`src/shared/usf_pkg.sv`:
```
// Constants shared by the serial status flag block.
// Contract
// - Status register read-only; writes do nothing.
// - Transmit-empty set at reset and on shifter load.
// - Status read then data write clears transmit-empty.
// - Transmit-complete set at reset and when idle.
// - Status read then data, enable-rise, break clears complete.
// - Receive-full set when character enters data buffer.
// - Status read then data read clears receive-full.
// - Quiet flag after 10 or 11 high bits.
// - Quiet count starts after start or stop bit.
// - Status read then data read clears quiet flag.
// - Quiet flag rearms only after a new character.
// - Overrun set and new character dropped when full.
// - Status read then data read clears overrun.
// - Disagreeing samples within a bit set noise.
// - Status read then data read clears noise.
// - Low stop bit sets framing error with full.
// - Status read then data read clears framing error.
// - Parity mismatch sets parity error when enabled.
// - Status read then data read clears parity error.
// - Long break detect blocks framing and receive-full.
// - Odd or even parity counts all ones.
package usf_pkg;

  // ********************************************************************
  // Register map
  // ********************************************************************
  localparam logic [11:0] USF_OFF_STATUS = 12'h000;
  localparam logic [11:0] USF_OFF_DATA = 12'h004;
  localparam logic [11:0] USF_OFF_CTRL = 12'h008;

  // ********************************************************************
  // Status bit positions and reset value
  // ********************************************************************
  localparam int USF_B_TXE = 7;
  localparam int USF_B_TXC = 6;
  localparam int USF_B_RXF = 5;
  localparam int USF_B_IDLE = 4;
  localparam int USF_B_OVR = 3;
  localparam int USF_B_NOISE = 2;
  localparam int USF_B_FRAME = 1;
  localparam int USF_B_PAR = 0;
  localparam logic [7:0] USF_STATUS_RST = 8'hC0;
  localparam logic [5:0] USF_RX_CLR_ALL = 6'h3F;

  // ********************************************************************
  // Control bit positions and reset value
  // ********************************************************************
  localparam int USF_CB_BREAK = 0;
  localparam int USF_CB_TXEN = 1;
  localparam int USF_CB_NINTH = 2;
  localparam int USF_CB_QAFTER = 3;
  localparam int USF_CB_PEN = 4;
  localparam int USF_CB_PODD = 5;
  localparam int USF_CB_LBRK = 6;
  localparam logic [6:0] USF_CTRL_RST = 7'h00;

  // ********************************************************************
  // Character times in bit times
  // ********************************************************************
  localparam logic [3:0] USF_CHAR_BITS_8 = 4'hA;
  localparam logic [3:0] USF_CHAR_BITS_9 = 4'hB;

  // ********************************************************************
  // Quiet line detector states
  // ********************************************************************
  typedef enum logic [0:0] {
    USF_Q_WAIT = 1'b0,
    USF_Q_COUNT = 1'b1
  } usf_quiet_t;

endpackage

```
`src/hw/usf_status_flags.sv`:
```
// Status flag logic of the serial transceiver with its register slave.
//
// The register offsets and the APB slave port are this design's own decisions.
`timescale 1ns/1ps
module usf_status_flags
  import usf_pkg::*;
(
  input wire logic pclk,
  input wire logic presetn,
  input wire logic psel,
  input wire logic penable,
  input wire logic pwrite,
  input wire logic [11:0] paddr,
  input wire logic [31:0] pwdata,
  output logic [31:0] prdata,
  output logic pready,
  output logic pslverr,
  input wire logic tx_load,
  input wire logic tx_busy,
  input wire logic rx_frame_start,
  input wire logic rx_sample_en,
  input wire logic rx_sample,
  input wire logic rx_bit_end,
  input wire logic rx_start_end,
  input wire logic rx_stop_end,
  input wire logic rx_char_done,
  input wire logic [8:0] rx_char,
  input wire logic rx_stop_bit,
  input wire logic rx_line,
  input wire logic bit_tick,
  output logic [7:0] tx_data,
  output logic tx_buffer_empty,
  output logic tx_enable,
  output logic break_queue,
  output logic ninth_bit_select
);

  logic [7:0] flags_q;
  logic [7:0] armed_q;
  logic [6:0] ctrl_q;
  logic [8:0] rx_buf_q;
  logic [7:0] tx_data_q;
  logic [31:0] prdata_q;
  logic pready_q;
  logic pslverr_q;
  logic tx_idle_q;
  logic allow_q;
  logic [3:0] cnt_q;
  usf_quiet_t quiet_q;

  logic setup;
  logic access;
  logic hit_status;
  logic hit_data;
  logic hit_ctrl;
  logic map_hit;
  logic stat_rd;
  logic data_rd;
  logic data_wr;
  logic ctrl_wr;
  logic txen_rise;
  logic brk_wr;
  logic [7:0] clr;
  logic [7:0] set;
  logic [31:0] rd_mux;
  logic tx_idle;
  logic tc_set;
  logic rx_take;
  logic overrun;
  logic deliver;
  logic noise;
  logic [8:0] par_bits;
  logic par_err;
  logic [3:0] char_bits;
  logic [3:0] cnt_inc;
  logic start_cnt;
  logic quiet_stop;
  logic quiet_done;
  logic idle_set;

  // ********************************************************************
  // Bus decode
  // ********************************************************************
  assign setup = psel && !penable;
  assign access = psel && penable && pready_q;
  assign hit_status = (paddr == USF_OFF_STATUS);
  assign hit_data = (paddr == USF_OFF_DATA);
  assign hit_ctrl = (paddr == USF_OFF_CTRL);
  assign map_hit = hit_status || hit_data || hit_ctrl;
  assign stat_rd = access && !pwrite && hit_status;
  assign data_rd = access && !pwrite && hit_data;
  assign data_wr = access && pwrite && hit_data;
  assign ctrl_wr = access && pwrite && hit_ctrl;
  assign txen_rise = ctrl_wr && pwdata[USF_CB_TXEN] && !ctrl_q[USF_CB_TXEN];
  assign brk_wr = ctrl_wr && pwdata[USF_CB_BREAK];

  always_comb begin
    rd_mux = 32'h0000_0000;
    if (hit_status) begin
      rd_mux = {24'h00_0000, flags_q};
    end else if (hit_data) begin
      rd_mux = {23'h00_0000, rx_buf_q};
    end else if (hit_ctrl) begin
      rd_mux = {25'h000_0000, ctrl_q};
    end
  end

  // ********************************************************************
  // Bus answer
  // ********************************************************************
  // Answering in the first access cycle keeps every transfer exactly two cycles long.
  always_ff @(posedge pclk or negedge presetn) begin
    if (!presetn) begin
      pready_q <= 1'b0;
      pslverr_q <= 1'b0;
      prdata_q <= 32'h0000_0000;
    end else begin
      pready_q <= setup;
      pslverr_q <= setup && !map_hit;
      prdata_q <= (setup && !pwrite) ? rd_mux : 32'h0000_0000;
    end
  end

  // ********************************************************************
  // Control and data registers
  // ********************************************************************
  // A write at the status offset is accepted on the bus and discarded.
  always_ff @(posedge pclk or negedge presetn) begin
    if (!presetn) begin
      ctrl_q <= USF_CTRL_RST;
    end else if (ctrl_wr) begin
      ctrl_q <= pwdata[6:0];
    end
  end

  always_ff @(posedge pclk or negedge presetn) begin
    if (!presetn) begin
      tx_data_q <= 8'h00;
    end else if (data_wr) begin
      tx_data_q <= pwdata[7:0];
    end
  end

  always_ff @(posedge pclk or negedge presetn) begin
    if (!presetn) begin
      rx_buf_q <= 9'h000;
    end else if (deliver) begin
      rx_buf_q <= rx_char;
    end
  end

  // ********************************************************************
  // Clear sequences
  // ********************************************************************
  // The mask returned by the last status read decides what later accesses may clear.
  always_comb begin
    clr = 8'h00;
    if (data_rd) begin
      clr[5:0] = armed_q[5:0] & USF_RX_CLR_ALL;
    end
    clr[USF_B_TXE] = data_wr && armed_q[USF_B_TXE];
    clr[USF_B_TXC] = (data_wr || txen_rise || brk_wr) && armed_q[USF_B_TXC];
  end

  always_ff @(posedge pclk or negedge presetn) begin
    if (!presetn) begin
      armed_q <= 8'h00;
    end else if (stat_rd) begin
      armed_q <= prdata_q[7:0];
    end else begin
      armed_q <= armed_q & ~clr;
    end
  end

  // ********************************************************************
  // Transmit events
  // ********************************************************************
  // Completion is taken on the edge into idle, so a clear is not undone before the shifter starts.
  assign tx_idle = flags_q[USF_B_TXE] && !tx_busy;
  assign tc_set = tx_idle && !tx_idle_q;

  always_ff @(posedge pclk or negedge presetn) begin
    if (!presetn) begin
      tx_idle_q <= 1'b1;
    end else begin
      tx_idle_q <= tx_idle;
    end
  end

  // ********************************************************************
  // Receive events
  // ********************************************************************
  usf_noise_check u_noise (
    .clk(pclk),
    .rst_n(presetn),
    .frame_start(rx_frame_start),
    .sample_en(rx_sample_en),
    .sample(rx_sample),
    .bit_end(rx_bit_end),
    .noise(noise)
  );

  assign rx_take = rx_char_done && !ctrl_q[USF_CB_LBRK];
  assign overrun = rx_take && flags_q[USF_B_RXF] && !clr[USF_B_RXF];
  assign deliver = rx_take && !overrun;
  assign par_bits = ctrl_q[USF_CB_NINTH] ? rx_char : {1'b0, rx_char[7:0]};
  assign par_err = ((^par_bits) != ctrl_q[USF_CB_PODD]);

  // ********************************************************************
  // Quiet line detector
  // ********************************************************************
  assign char_bits = ctrl_q[USF_CB_NINTH] ? USF_CHAR_BITS_9 : USF_CHAR_BITS_8;
  assign cnt_inc = 4'(cnt_q + 4'h1);
  assign start_cnt = ctrl_q[USF_CB_QAFTER] ? rx_stop_end : rx_start_end;
  assign quiet_stop = ctrl_q[USF_CB_QAFTER] && rx_frame_start;
  assign quiet_done = (quiet_q == USF_Q_COUNT) && !start_cnt && !quiet_stop && bit_tick
    && rx_line && (cnt_inc == char_bits);
  assign idle_set = quiet_done && allow_q;

  always_ff @(posedge pclk or negedge presetn) begin
    if (!presetn) begin
      quiet_q <= USF_Q_WAIT;
      cnt_q <= 4'h0;
    end else begin
      case (quiet_q)
        USF_Q_WAIT: begin
          if (start_cnt) begin
            quiet_q <= USF_Q_COUNT;
            cnt_q <= 4'h0;
          end
        end
        USF_Q_COUNT: begin
          if (start_cnt) begin
            cnt_q <= 4'h0;
          end else if (quiet_stop) begin
            quiet_q <= USF_Q_WAIT;
            cnt_q <= 4'h0;
          end else if (bit_tick) begin
            if (!rx_line) begin
              cnt_q <= 4'h0;
            end else if (quiet_done) begin
              quiet_q <= USF_Q_WAIT;
              cnt_q <= 4'h0;
            end else begin
              cnt_q <= cnt_inc;
            end
          end
        end
        default: begin
          quiet_q <= USF_Q_WAIT;
          cnt_q <= 4'h0;
        end
      endcase
    end
  end

  // A frame that never reaches the data buffer would otherwise raise the flag again after each clear.
  always_ff @(posedge pclk or negedge presetn) begin
    if (!presetn) begin
      allow_q <= 1'b0;
    end else if (deliver) begin
      allow_q <= 1'b1;
    end else if (idle_set) begin
      allow_q <= 1'b0;
    end
  end

  // ********************************************************************
  // Status flags
  // ********************************************************************
  always_comb begin
    set = 8'h00;
    set[USF_B_TXE] = tx_load;
    set[USF_B_TXC] = tc_set;
    set[USF_B_RXF] = deliver;
    set[USF_B_IDLE] = idle_set;
    set[USF_B_OVR] = overrun;
    set[USF_B_NOISE] = deliver && noise;
    set[USF_B_FRAME] = deliver && !rx_stop_bit;
    set[USF_B_PAR] = deliver && ctrl_q[USF_CB_PEN] && par_err;
  end

  // Sets win over clears so an event landing on a clear access is never lost.
  always_ff @(posedge pclk or negedge presetn) begin
    if (!presetn) begin
      flags_q <= USF_STATUS_RST;
    end else begin
      flags_q <= (flags_q & ~clr) | set;
    end
  end

  // ********************************************************************
  // Outputs
  // ********************************************************************
  assign prdata = prdata_q;
  assign pready = pready_q;
  assign pslverr = pslverr_q;
  assign tx_data = tx_data_q;
  assign tx_buffer_empty = flags_q[USF_B_TXE];
  assign tx_enable = ctrl_q[USF_CB_TXEN];
  assign break_queue = ctrl_q[USF_CB_BREAK];
  assign ninth_bit_select = ctrl_q[USF_CB_NINTH];
endmodule // usf_status_flags

```
`src/hw/usf_noise_check.sv`:
```
// Per-frame noise detector comparing samples within each bit time.
`timescale 1ns/1ps
module usf_noise_check
  import usf_pkg::*;
(
  input wire logic clk,
  input wire logic rst_n,
  input wire logic frame_start,
  input wire logic sample_en,
  input wire logic sample,
  input wire logic bit_end,
  output logic noise
);

  logic have_q;
  logic ref_q;
  logic noise_q;

  // ********************************************************************
  // Sample comparison
  // ********************************************************************
  // The first sample of a bit is the reference; any later one that differs marks noise.
  always_ff @(posedge clk or negedge rst_n) begin
    if (!rst_n) begin
      have_q <= 1'b0;
      ref_q <= 1'b0;
    end else if (frame_start || bit_end) begin
      have_q <= 1'b0;
    end else if (sample_en && !have_q) begin
      have_q <= 1'b1;
      ref_q <= sample;
    end
  end

  always_ff @(posedge clk or negedge rst_n) begin
    if (!rst_n) begin
      noise_q <= 1'b0;
    end else if (frame_start) begin
      noise_q <= 1'b0;
    end else if (sample_en && have_q && (sample != ref_q)) begin
      noise_q <= 1'b1;
    end
  end

  assign noise = noise_q;

endmodule // usf_noise_check

```
`config.mk`:
```
export PLATFORM = sky130hd
export DESIGN_NAME = usf_status_flags
export DESIGN_NICKNAME = d
export VERILOG_FILES = /design/src/shared/usf_pkg.sv /design/src/hw/usf_status_flags.sv /design/src/hw/usf_noise_check.sv
export SDC_FILE = /design/constraint.sdc
export NUM_CORES = 1
export LEC_CHECK = 0
export ABC_AREA = 1
export BUFFER_PORTS_ARGS = -buffer_cell sky130_fd_sc_hd__buf_2
export CAP_MARGIN = 20
export CORE_AREA = 2 2 83 85
export CTS_CLUSTER_DIAMETER = 120
export DETAILED_ROUTE_END_ITERATION = 12
export DIE_AREA = 0 0 85 87
export PLACE_DENSITY_LB_ADDON = 0.3
export SETUP_SLACK_MARGIN = 0.4
export SKIP_LAST_GASP = 1
export SYNTH_ARGS = -nofsm -noshare
export SYNTH_HDL_FRONTEND = slang
export SYNTH_HIERARCHICAL = 1
export SYNTH_SLANG_ARGS = --single-unit
```
`constraint.sdc`:
```
create_clock -name pclk -period 1.75 [get_ports pclk]
set_input_delay 0.4375 -clock pclk [delete_from_list [all_inputs] [get_ports pclk]]
set_output_delay 0.4375 -clock pclk [all_outputs]
set_load 0.05 [all_outputs]
```
# Word-level counts from Yosys, hierarchy flattened
# Index checks and enable logic that the tools add are counted.
[totals] ff_bits=84 out_inout_bits=46 elab_cells=119 input_bits=70
[op_classes] n_eq_ne=7 n_bitwise=6 n_mux=29 n_reduce_logical=61 addsub=1
[op_table] op="$mux W32" count=3
[op_table] op="$logic_and A1 B1 Y1" count=36
[op_table] op="$mux W4" count=6
[op_table] op="$and A8 B8 Y8" count=2
[op_table] op="$mux W1" count=14
[op_table] op="$logic_not A1 Y1" count=13
[op_table] op="$eq A12 B3 Y1 const B" count=1
[op_table] op="$eq A12 B4 Y1 const B" count=1
[op_table] op="$logic_not A12 Y1" count=1
[op_table] op="$mux W9" count=1
[op_table] op="$reduce_xor A9 Y1" count=1
[op_table] op="$mux W8" count=1
[op_table] op="$not A8 Y8" count=1
[op_table] op="$or A8 B8 Y8" count=1
[op_table] op="$pmux W4 S2" count=1
[op_table] op="$mux W7" count=1
[op_table] op="$mux W6" count=1
[op_table] op="$reduce_bool A2 Y1" count=3
[op_table] op="$logic_or A1 B1 Y1" count=5
[op_table] op="$add A4 B1 Y4 const B" count=1
[op_table] op="$eq A4 B4 Y1" count=1
[op_table] op="$ne A4 B2 Y1 const B" count=1
[op_table] op="$reduce_and A2 Y1" count=2
[op_table] op="$ne A1 B1 Y1" count=2
[op_table] op="3 further kinds" count=4

# Logic depth before layout (Yosys ltp)
# Gate-level depths: netlist of the first run.
[depth] ltp_word=13 depth_mapped=11 mapped_depth_nobuf=10

# Modules after synthesis
# Netlist of the first run, hierarchy kept.
[modules_own_cells] module="usf_status_flags" area_each_um2=3007.9 cells_per_inst=353 instances=1 seq_area_each_um2=1455.1
[modules_own_cells] module="usf_noise_check" area_each_um2=145.1 cells_per_inst=18 instances=1 seq_area_each_um2=75.1

# Least setup slack after synthesis of the first run
# OpenSTA, ideal clock, no wires.
[synth_timing] path_type="register -> register" from="register pready_q, in the netlist pready" to="register rx_buf_q[2]" path_buffers=1 setup_slack_ns=0.070 path_stages_with_launch=9 setup_time_ns=0.118 synth_period_minus_slack_ns=1.680 t_required_ns=1.632 t_arrival_ns=1.562 cell_sequence="dfrtp_1 -> nand3_2 -> nor2_4 -> nand4_2 -> nand2_2 -> nand2_2 -> buf_6 -> nand2_1 -> o21ai_2"
[synth_via] elab_chain_cells=8
[synth_lines] item="start, declared" line_no="usf_status_flags.sv:44" rtl="logic pready_q;"
[synth_lines] item="start signal, assigned" line_no="usf_status_flags.sv:118" rtl="pready_q <= setup;"
[synth_lines] item="$logic_and A1 B1 Y1" line_no="usf_status_flags.sv:85" rtl="assign access = psel && penable && pready_q;"
[synth_lines] item="$logic_and A1 B1 Y1 (2 in series)" line_no="usf_status_flags.sv:91" rtl="assign data_rd = access && !pwrite && hit_data;"
[synth_lines] item="$mux W6" line_no="usf_status_flags.sv:158" rtl="if (data_rd) begin"
[synth_lines] item="$logic_not A1 Y1" line_no="usf_status_flags.sv:204" rtl="assign overrun = rx_take && flags_q[USF_B_RXF] && !clr[USF_B_RXF];"
[synth_lines] item="$logic_and A1 B1 Y1" line_no="usf_status_flags.sv:204"
[synth_lines] item="$logic_not A1 Y1" line_no="usf_status_flags.sv:205" rtl="assign deliver = rx_take && !overrun;"
[synth_lines] item="$logic_and A1 B1 Y1" line_no="usf_status_flags.sv:205"
[synth_lines] item="end signal, assigned" line_no="usf_status_flags.sv:148" rtl="rx_buf_q <= rx_char;"
[synth_lines] item="end, declared" line_no="usf_status_flags.sv:41" rtl="logic [8:0] rx_buf_q;"
# No other way between the ends.
# A chain may end at the register's enable or synchronous reset.

# Final worst setup path of the first run
[layout_timing] from="register ctrl_q[3]" to="register cnt_q[1]"
[layout_via] elab_chain_cells=13 elab_cells_between_ends=18 classes_between="2 x eq/ne; 7 x mux; 9 x reduce/logical"
[layout_lines] item="start, declared" line_no="usf_status_flags.sv:40" rtl="logic [6:0] ctrl_q;"
[layout_lines] item="start signal, assigned" line_no="usf_status_flags.sv:132" rtl="ctrl_q <= pwdata[6:0];"
[layout_lines] item="$mux W1" line_no="usf_status_flags.sv:214" rtl="assign start_cnt = ctrl_q[USF_CB_QAFTER] ? rx_stop_end : rx_start_end;"
[layout_lines] item="$logic_not A1 Y1" line_no="usf_status_flags.sv:216" rtl="assign quiet_done = (quiet_q == USF_Q_COUNT) && !start_cnt && !quiet_stop && bit_tick"
[layout_lines] item="$logic_and A1 B1 Y1 (3 in series)" line_no="usf_status_flags.sv:216"
[layout_lines] item="$logic_and A1 B1 Y1 (2 in series)" line_no="usf_status_flags.sv:217" rtl="&& rx_line && (cnt_inc == char_bits);"
[layout_lines] item="$mux W4" line_no="usf_status_flags.sv:241" rtl="end else if (quiet_done) begin"
[layout_lines] item="$mux W4" line_no="usf_status_flags.sv:239" rtl="if (!rx_line) begin"
[layout_lines] item="$mux W4" line_no="usf_status_flags.sv:238" rtl="end else if (bit_tick) begin"
[layout_lines] item="$mux W4" line_no="usf_status_flags.sv:235" rtl="end else if (quiet_stop) begin"
[layout_lines] item="$mux W4" line_no="usf_status_flags.sv:233" rtl="if (start_cnt) begin"
[layout_lines] item="$pmux W4 S2" line_no="usf_status_flags.sv:225" rtl="case (quiet_q)"
[layout_lines] item="end signal, assigned" line_no="usf_status_flags.sv:245" rtl="cnt_q <= cnt_inc;"
[layout_lines] item="end, declared" line_no="usf_status_flags.sv:48" rtl="logic [3:0] cnt_q;"
# Several ways; a longest one is shown, not always the timed one. The select of a mux whose other input is x is not followed.

==> metrics, run 1 <==
Tcrit/Tclk final=84.2%; 1st-pass router iterations=4; fmax=679 MHz; die width=85 um; final hold violation count=0; latest clock arrival within the worst-skew pair=0.33 ns; row count=30; Int Power=2.33 mW; CTS root buf=clkbuf_8; average vias per placed instance=5.03; top post-synthesis cells by count=109 x nand2_1, 58 x dfrtp_1, 40 x inv_1; clk_skew=0.00566 ns; fin util=70.5%; clock slew seen by the registers of the worst setup and hold paths=0.06 ns; DIE AREA=0.00740 mm2; R2R depth=6; Min Hold Slack=0.231 ns; post-route setup slack=0.277 ns; Critical path buffers and inverters=1; CTS H-Tree Depth=3; Layout Nets=565; count of warnings emitted by yosys=6; post-DP HPWL=5260 um; crit path cell chain=o21ai_1 -> nand4_1 -> buf_4 -> nor3_1 -> nand2_1 -> nand2_1; TritonCTS clock tree=built; total clock buffers created by CTS=9; antenna-violating nets left=0; CP top delay family=simple AND/OR/NAND/NOR gates; RSZ-0062 raised after global routing=yes; EDFF count, synth=0; Hold Path End=tx_idle_q; RD Place Congestion=0.804; power after layout=3.30 mW; status=complete, no violations; Avg Inst Size Synth=8.50 um2; asr flop ratio synth=100%; Syn Inst Count=371; vias in the first global route=2769; via count=2910; port bufs=68; Min-Delay Startpoint=tx_busy; routed len/inst=14.7 um; clock sink count=61; Die Span Y=87 um; reg2reg setup slack=0.28 ns; io pins=116; critical path data required time=2.02 ns; initial DRC count=157; first-pass GRT wire length=12800 um; leak pwr=2.51 nW; Max-cap violations=0; Total Wirelength=8530 um; pin count of the biggest net entering global routing=22; CP endpoint kind=flip-flop; share of the synthesized area in the top cell type=46.0%; Slew Limit Fails=0; grt ovf=0; Worst EP arrival=1.75 ns; Initial Utilization=48.0%; ant diodes=0; CTS Buffer Depth=2; worst hold path stage count=2; Post-Place Cells=526; Netlist Area Pre-Place=0.00315 mm2; Non-Filler Instances=579; CORE AREA=0.00657 mm2; FF-to-FF Start=ctrl_q[3]; Most used DFF post-synth=dfrtp_1; worst hold path class=in -> reg; most common cell in the netlist=nand2_1; PD cells=713 mW/mm2; Final min period=1.47 ns; Worst path slowest cell=dfrtp_2; clock power share=33.5%; R2R Path End=cnt_q[1]; max incr delay on CP=0.45 ns; Switch Pwr=0.967 mW; All-Layer GR Usage=22.1%; antenna violations before repair=0; Logic pwr share=18.0%; CP dominant cell by count=nand2_1; Crit Path Max Fanout=5; VDD IR max=0.000454 V; Layout area overhead=46.9%; Area contributors post-synth=dfrtp_1 46%, nand2_1 13%, buf_4 5.7%, inv_1 4.8%, nand3_1 4.8%; Synth cell types=36; type of origin of the critical path=flip-flop; post-synthesis sequential area ratio=48.5%; Crit Path Category=reg -> reg; share of cells above drive strength 1=45.9%; Reg power frac=48.5%; final setup fails=0; DRC errors left=0; area leader, netlist=dfrtp_1; Yosys reg bits=61; sw frac=29.3%; worst slack at placement=-0.00402 ns
## worst register-to-register path, cell delays in order (launching register included)
cell and delay, ns:
dfrtp_2 0.45, o21ai_1 0.19, nand4_1 0.20, buf_4 0.20, nor3_1 0.22, nand2_1 0.10
nand2_1 0.06
## how the worst max path moves through the flow
stage / depth (start not counted) / start / slack, ns / end
final: 6 / ctrl_q[3] / 0.28 / cnt_q[1]
after global routing: 6 / ctrl_q[3] / 0.18 / cnt_q[1]
after CTS: 1 / flags_q[7] / 0.28 / tx_buffer_empty
after detailed placement: 10 / paddr[5] / -0.004 / rx_buf_q[6]
after global placement: 10 / paddr[11] / 0.005 / rx_buf_q[1]
after floorplan: 8 / pready / 0.22 / rx_buf_q[2]
## power by group through the flow
| stage | logic, mW | clock network, mW | registers (mW) |
|---|---|---|---|
| after floorplan | 0.349 | 0 | 1.58 |
| after global placement | 0.445 | 0 | 1.58 |
| after detailed placement | 0.459 | 0 | 1.59 |
| after CTS | 0.521 | 1.12 | 1.56 |
| after global routing | 0.645 | 1.17 | 1.61 |
| final | 0.594 | 1.10 | 1.60 |
## layer usage
| layer | share of wire, % | GRT usage [%] | up-vias |
|---|---|---|---|
| met5 | 0 | 0 | - |
| met4 | 2.2 | 12.8 | 0 |
| met3 | 5.2 | 3.60 | 16 |
| met2 | 53 | 35.8 | 103 |
| met1 | 39 | 28.2 | 1396 |
| li1 | - | - | 1395 |
## sequential cells by signal, summed over array words and instances, names as in the netlist, 4 cells and up
name	cells
armed_q	8
ctrl_q	7
rx_buf_q	9
tx_data	8
cnt_q	4
prdata	9
flags_q	8
## cell families after synthesis
logic type	share of synthesized area, %
XOR/XNOR	0.833
buffers and inverters	12.2
flip-flops	48.5
AND/OR/NAND/NOR	26.7
adder cells (fa/ha/maj)	0.397
multiplexers	1.43
other	0.119
AO/OA/AOI/OAI	9.80
## cells in the final DEF, fill, tap and decap left out, types with 6 or more instances in the layout
cell type / count
o21ai_1: 11
nor2_4: 7
nand3_1: 26
buf_2: 40
nand2_4: 19
buf_6: 36
inv_2: 8
nor2_1: 7
o21ai_2: 16
nand2_2: 16
clkbuf_8: 11
nor2_2: 6
inv_1: 34
conb_1: 23
dfrtp_1: 55
a31oi_1: 7
o21ai_0: 11
nand2_1: 79
buf_4: 35
## timing repair
action,CTS,global route
pin swaps,25,15
hold buffers,1,0
setup endpoints to repair,44,63
gates resized for setup,88,66
buffers inserted,26,6
gates cloned,4,0
endpoints found under the hold margin,6,0
## cell type report
cell class                      instances  area (um2)
Sequential cell                        61        1530
Tap cell                               80         100
Clock buffer                           15         166
Fill cell                             451        1940
Timing Repair Buffer                  119        1030
Inverter                               43         164
Clock inverter                          1        5.00
Multi-Input combinational cell        260        1630
## metrics by stage
step / instance area, um2 / setup TNS [ns]
3_3_place_gp: 3620 / 0
2_1_floorplan: 3280 / 0
5_1_grt: 4630 / 0
3_5_place_dp: 3620 / -0.00544
4_1_cts: 4370 / 0
6_report: 4630 / 0
No activity file was read; power rests on OpenSTA's default activity.
==> run 2, diff against run 1 <==
Settings changed: ABC_AREA 1 to 0, CORE_AREA 2 2 83 85 to 2 2 81 83, DIE_AREA 0 0 85 87 to 0 0 83 85.
Clock period 1.75 ns to 1.4 ns, I/O delays scaled along.
==> run 2 against run 1 <==
Against the previous run:
- the flow now finishes with violations (negative setup slack)
- register-to-register slack worse by 0.55 ns
- worst setup slack worse by 0.55 ns
- clock skew is 0.0033 ns higher
- combinational power fell by 2%
- global-route usage is 0.085 points lower
- largest cell class unchanged
==> metrics, run 2 <==
ant diodes=0; RSZ-0062 raised after global routing=yes; routed wl met3=401 um; Yosys reg bits=61; row count=29; count of warnings emitted by yosys=6; routed len/inst=17.1 um; clk_skew=0.00892 ns; CORE AREA=0.00620 mm2; reg2reg setup slack=-0.28 ns; Layout Nets=461; worst slack at placement=-0.598 ns; Crit Path Max Fanout=10; Initial Utilization=47.1%; status=complete, but fails checks; share of the synthesized area in the top cell type=49.7%; All-Layer GR Usage=22.0%; die width=83 um; max layer used=met4; share of cells above drive strength 1=56.2%; CP Capture Point=rx_buf_q[1]; clock sink count=61; R2R Path End=rx_buf_q[1]; Avg Inst Size Synth=11.5 um2; dpl cell area=0.00359 mm2; most common cell in the netlist=dfrtp_1; Total Wirelength=8060 um; fmax=596 MHz; type of origin of the critical path=flip-flop; top post-synthesis cells by count=58 x dfrtp_1, 23 x buf_4, 21 x nor2_1; failing checks=negative setup slack; average vias per placed instance=5.13; leak pwr=2.25 nW; commonest non-fill, non-tap cell in the layout=dfrtp_1; initial DRC count=104; port bufs=68; CTS root buf=clkbuf_8; grt ovf=0; Synth cell types=44; TritonCTS clock tree=built; EDFF count, synth=0; met1 WL=3320 um; FF-to-FF Start=pready; critical path data required time=1.62 ns; Tcrit/Tclk final=120%; most frequent cells in the layout=55 x dfrtp_1, 45 x buf_6, 42 x buf_4, 41 x buf_2, 23 x conb_1; io pins=116; final setup fails=51; vias in the first global route=2462; post-synthesis sequential area ratio=52.4%; Area contributors post-synth=dfrtp_1 50%, mux2_2 6.6%, buf_4 5.9%, mux2i_1 3.1%, mux2_1 3.1%; Syn Inst Count=253; antenna-violating nets left=0; post-DP HPWL=4740 um; VDD IR max=0.000860 V; Worst EP arrival=1.89 ns; Die Span Y=85 um; total clock buffers created by CTS=9; Max-cap violations=0; final hold violation count=0; Post-Place Cells=425; Netlist Area Pre-Place=0.00292 mm2; power after layout=4.40 mW; DIE AREA=0.00706 mm2; Layout fillers=418; DRC errors left=0; latest clock arrival within the worst-skew pair=0.34 ns; area leader, netlist=dfrtp_1; RD Place Congestion=0.797; Routed met2 length=4170 um; R2R depth=5; PD cells=967 mW/mm2; Non-Filler Instances=472; CTS Buffer Depth=2; Most used DFF post-synth=dfrtp_1; final instance area=0.00455 mm2; Slew Limit Fails=0; Crit Path Category=reg -> reg; pin count of the biggest net entering global routing=62; 1st-pass router iterations=4; first-pass GRT wire length=12100 um; Hold Buf Count CTS=0; clock slew seen by the registers of the worst setup and hold paths=0.07 ns; post-route setup slack=-0.277 ns; CP endpoint kind=flip-flop; antenna violations before repair=0; Final min period=1.68 ns; Layout area overhead=55.8%; crit path launch=pready; asr flop ratio synth=100%; CTS H-Tree Depth=3; worst hold path class=in -> async; via count=2420
==> run 2: logic make-up (layout without fill, tap and decap cells) <==
group	Yosys count	in the layout	synth area share, %
AND/OR/NAND/NOR	72	73	13.2
flip-flops	61	61	52.4
AO/OA/AOI/OAI	36	36	9.43
buffers and inverters	35	154	7.75
multiplexers	34	34	12.7
XOR/XNOR	13	13	3.90
adder cells (fa/ha/maj)	1	1	0.428
other	1	23	0.128
==> run 2: power by group <==
part | internal [mW] | switching, mW | total, mW
registers | 1.82 | 0.0362 | 1.85
logic | 0.225 | 0.357 | 0.582
clock network | 1.23 | 0.734 | 1.96
total | 3.27 | 1.13 | 4.40
==> run 2: critical path: stages, from the launching register on <==
cell and delay [ns]:
dfrtp_2 0.40, nand3_4 0.10, o41ai_4 0.37, and2b_2 0.23, buf_12 0.13, mux2_1 0.33
==> run 2: per-stage QoR <==
| stage | TNS, ns | hold WS, ns | util [%] |
|---|---|---|---|
| finish | -9.17 | 0.0143 | 73.3 |
| floorplan | -11.85 | 0.0544 | - |
| global route | -12.20 | 0.0276 | 73.3 |
| CTS | -7.28 | 0.0134 | 70.3 |
| global placement | -19.89 | 0.385 | 57.8 |
| detailed placement | -21.52 | 0.384 | 57.8 |
==> run 2: cell type report <==
class,instances,area [um2],area share (%)
Clock buffer,10,138,3.03
Tap cell,77,96.3,2.12
Timing Repair Buffer,132,1100,24.1
Multi-Input combinational cell,180,1550,34.1
Sequential cell,61,1530,33.7
Inverter,6,22.5,0.495
Clock inverter,6,110,2.42
==> run 2: routing by layer <==
metal,vias to the layer above,track usage [%]
li1,1104,-
met1,1214,28.3
met2,85,36.6
met3,17,5.54
met4,0,7.75
met5,-,0
==> run 2: worst min-delay path by stage <==
stage / startpoint / endpoint / slack (ns)
final: presetn / tx_data[7] / 0.01
after global routing: presetn / tx_data[7] / 0.03
after CTS: presetn / tx_data[6] / 0.01
after detailed placement: presetn / tx_data[6] / 0.38
after global placement: presetn / tx_data[7] / 0.38
after floorplan: presetn / allow_q / 0.05
==> run 2: repair_timing <==
| action | CTS | global route |
|---|---|---|
| endpoints found under the hold margin | 0 | 0 |
| setup buffers | 20 | 9 |
| setup endpoints to repair | 80 | 80 |
| cloned | 2 | 0 |
| pin swaps | 18 | 9 |
| resized for setup | 98 | 30 |
==> run 3, diff against run 2 <==
Settings changed: SKIP_CTS_REPAIR_TIMING set to 1.
==> run 3 against run 2 <==
Against the previous run:
- the flow still finishes with violations (negative setup slack)
- sequential power about the same
- fmax decreased by 1.5%
- die area unchanged
- clock power about the same
- critical path type unchanged
- final area down 3.5%
- largest power group unchanged
- non-clock buffer count shrank 14
- cell count is 3.0% lower
==> metrics, run 3 (synthesized netlist as in run 2, its figures left out) <==
antenna-violating nets left=0; Crit Path Max Fanout=10; antenna violations before repair=0; Layout Nets=447; max incr delay on CP=0.40 ns; via count=2377; status=complete, but fails checks; PD cells=1000 mW/mm2; R2R Path End=rx_buf_q[1]; final hold violation count=0; row count=29; post-DP HPWL=4740 um; io pins=116; post-route setup slack=-0.303 ns; Crit Path Category=reg -> reg; port bufs=68; 1st-pass router iterations=4; average vias per placed instance=5.19; ant diodes=0; routed len/inst=17.3 um; clock power share=44.8%; Die Span Y=85 um; Switch Pwr=1.14 mW; Slew Limit Fails=0; final setup fails=46; fmax=587 MHz; share of cells above drive strength 1=54.1%; worst hold path class=in -> async; Total Wirelength=7900 um; initial DRC count=125; worst slack at placement=-0.598 ns; first-pass GRT wire length=10800 um; CTS Buffer Depth=2; DIE AREA=0.00706 mm2; RD Place Congestion=0.797; failing checks=negative setup slack; TritonCTS clock tree=built; DRC errors left=0; CP endpoint kind=flip-flop; Worst EP arrival=1.93 ns; Layout area overhead=50.4%; most frequent cells in the layout=56 x dfrtp_1, 43 x buf_2, 36 x buf_4, 34 x buf_6, 23 x conb_1; Initial Utilization=47.1%; Int Power=3.26 mW; sw frac=25.9%; clk_skew=0.00647 ns; Min Hold Slack=0.00471 ns; critical path data required time=1.62 ns; type of origin of the critical path=flip-flop; pin count of the biggest net entering global routing=62; RSZ-0062 raised after global routing=yes; All-Layer GR Usage=19.5%; relative slew slack=61.6%; grt ovf=0; clock slew seen by the registers of the worst setup and hold paths=0.07 ns; Layout fillers=440; reg2reg setup slack=-0.30 ns; clock sink count=61; Final min period=1.70 ns; CP top delay family=flip-flops; R2R depth=5; leak pwr=2.18 nW; crit path cell chain=nand3_4 -> o41ai_4 -> and2b_2 -> buf_12 -> mux2_1; VDD IR max=0.000843 V; Reg power frac=42.1%; Max-cap violations=0; Slew @ Worst Pin=0.576 ns; Critical path buffers and inverters=1; CTS H-Tree Depth=3; Tcrit/Tclk final=122%; commonest non-fill, non-tap cell in the layout=dfrtp_1; CTS root buf=clkbuf_8; CORE AREA=0.00620 mm2; FF-to-FF Start=pready; latest clock arrival within the worst-skew pair=0.34 ns; vias in the first global route=2311; total clock buffers created by CTS=9; power after layout=4.40 mW; Worst path slowest cell=dfrtp_2; die width=83 um; Logic pwr share=13.1%
## run 3: worst max-delay path by stage
| stage | from | endpoint | slack, ns | depth (start not counted) |
|---|---|---|---|---|
| after global placement | paddr[5] | rx_buf_q[0] | -0.54 | 7 |
| final | pready | rx_buf_q[1] | -0.30 | 5 |
| after detailed placement | paddr[5] | rx_buf_q[1] | -0.60 | 7 |
| after global routing | armed_q[5] | rx_buf_q[5] | -0.37 | 5 |
| after floorplan | paddr[5] | rx_buf_q[0] | -0.42 | 6 |
| after CTS | cnt_q[0] | cnt_q[1] | -0.28 | 5 |
## run 3: power by group through the flow
stage / clock network [mW] / registers (mW) / logic [mW]
5_1_grt: 2.05 / 1.86 / 0.614
3_3_place_gp: 0 / 1.88 / 0.508
3_5_place_dp: 0 / 1.88 / 0.515
6_report: 1.97 / 1.85 / 0.574
2_1_floorplan: 0 / 1.88 / 0.352
4_1_cts: 1.97 / 1.85 / 0.517
## run 3: worst reg2reg max path: cells and delay by family, from the launching register on
family	cells	cell delay (ns)
AO/OA/AOI/OAI	1	0.37
buffers and inverters	1	0.13
flip-flops	1	0.40
multiplexers	1	0.33
AND/OR/NAND/NOR	2	0.35
## run 3: layout make-up
cell class                      instances  area (um2)  area share (%)
Clock buffer                           10         138            3.13
Inverter                                6        22.5           0.513
Clock inverter                          6         110            2.51
Tap cell                               77        96.3            2.19
Timing Repair Buffer                  118         953            21.7
Sequential cell                        61        1530            34.9
Multi-Input combinational cell        180        1540            35.0
## run 3: layer usage
layer | global-route usage, % | vias to the layer above | wire length (um)
met2 | 31.3 | 88 | 4150
met1 | 25.2 | 1194 | 3180
met4 | 9.54 | 0 | 214
li1 | - | 1077 | -
met3 | 4.28 | 18 | 355
met5 | 0 | - | 0
## run 3: per-stage QoR
| stage | util (%) | std cells | area (um2) | TNS, ns |
|---|---|---|---|---|
| 6_report | 70.8 | 458 | 4390 | -7.20 |
| 5_1_grt | 70.8 | 458 | 4390 | -9.67 |
| 4_1_cts | 61.8 | 441 | 3840 | -6.91 |
| 3_5_place_dp | 57.8 | 425 | 3590 | -21.52 |
| 3_3_place_gp | 57.8 | 425 | 3590 | -19.89 |
| 2_1_floorplan | - | 275 | 3080 | -11.85 |
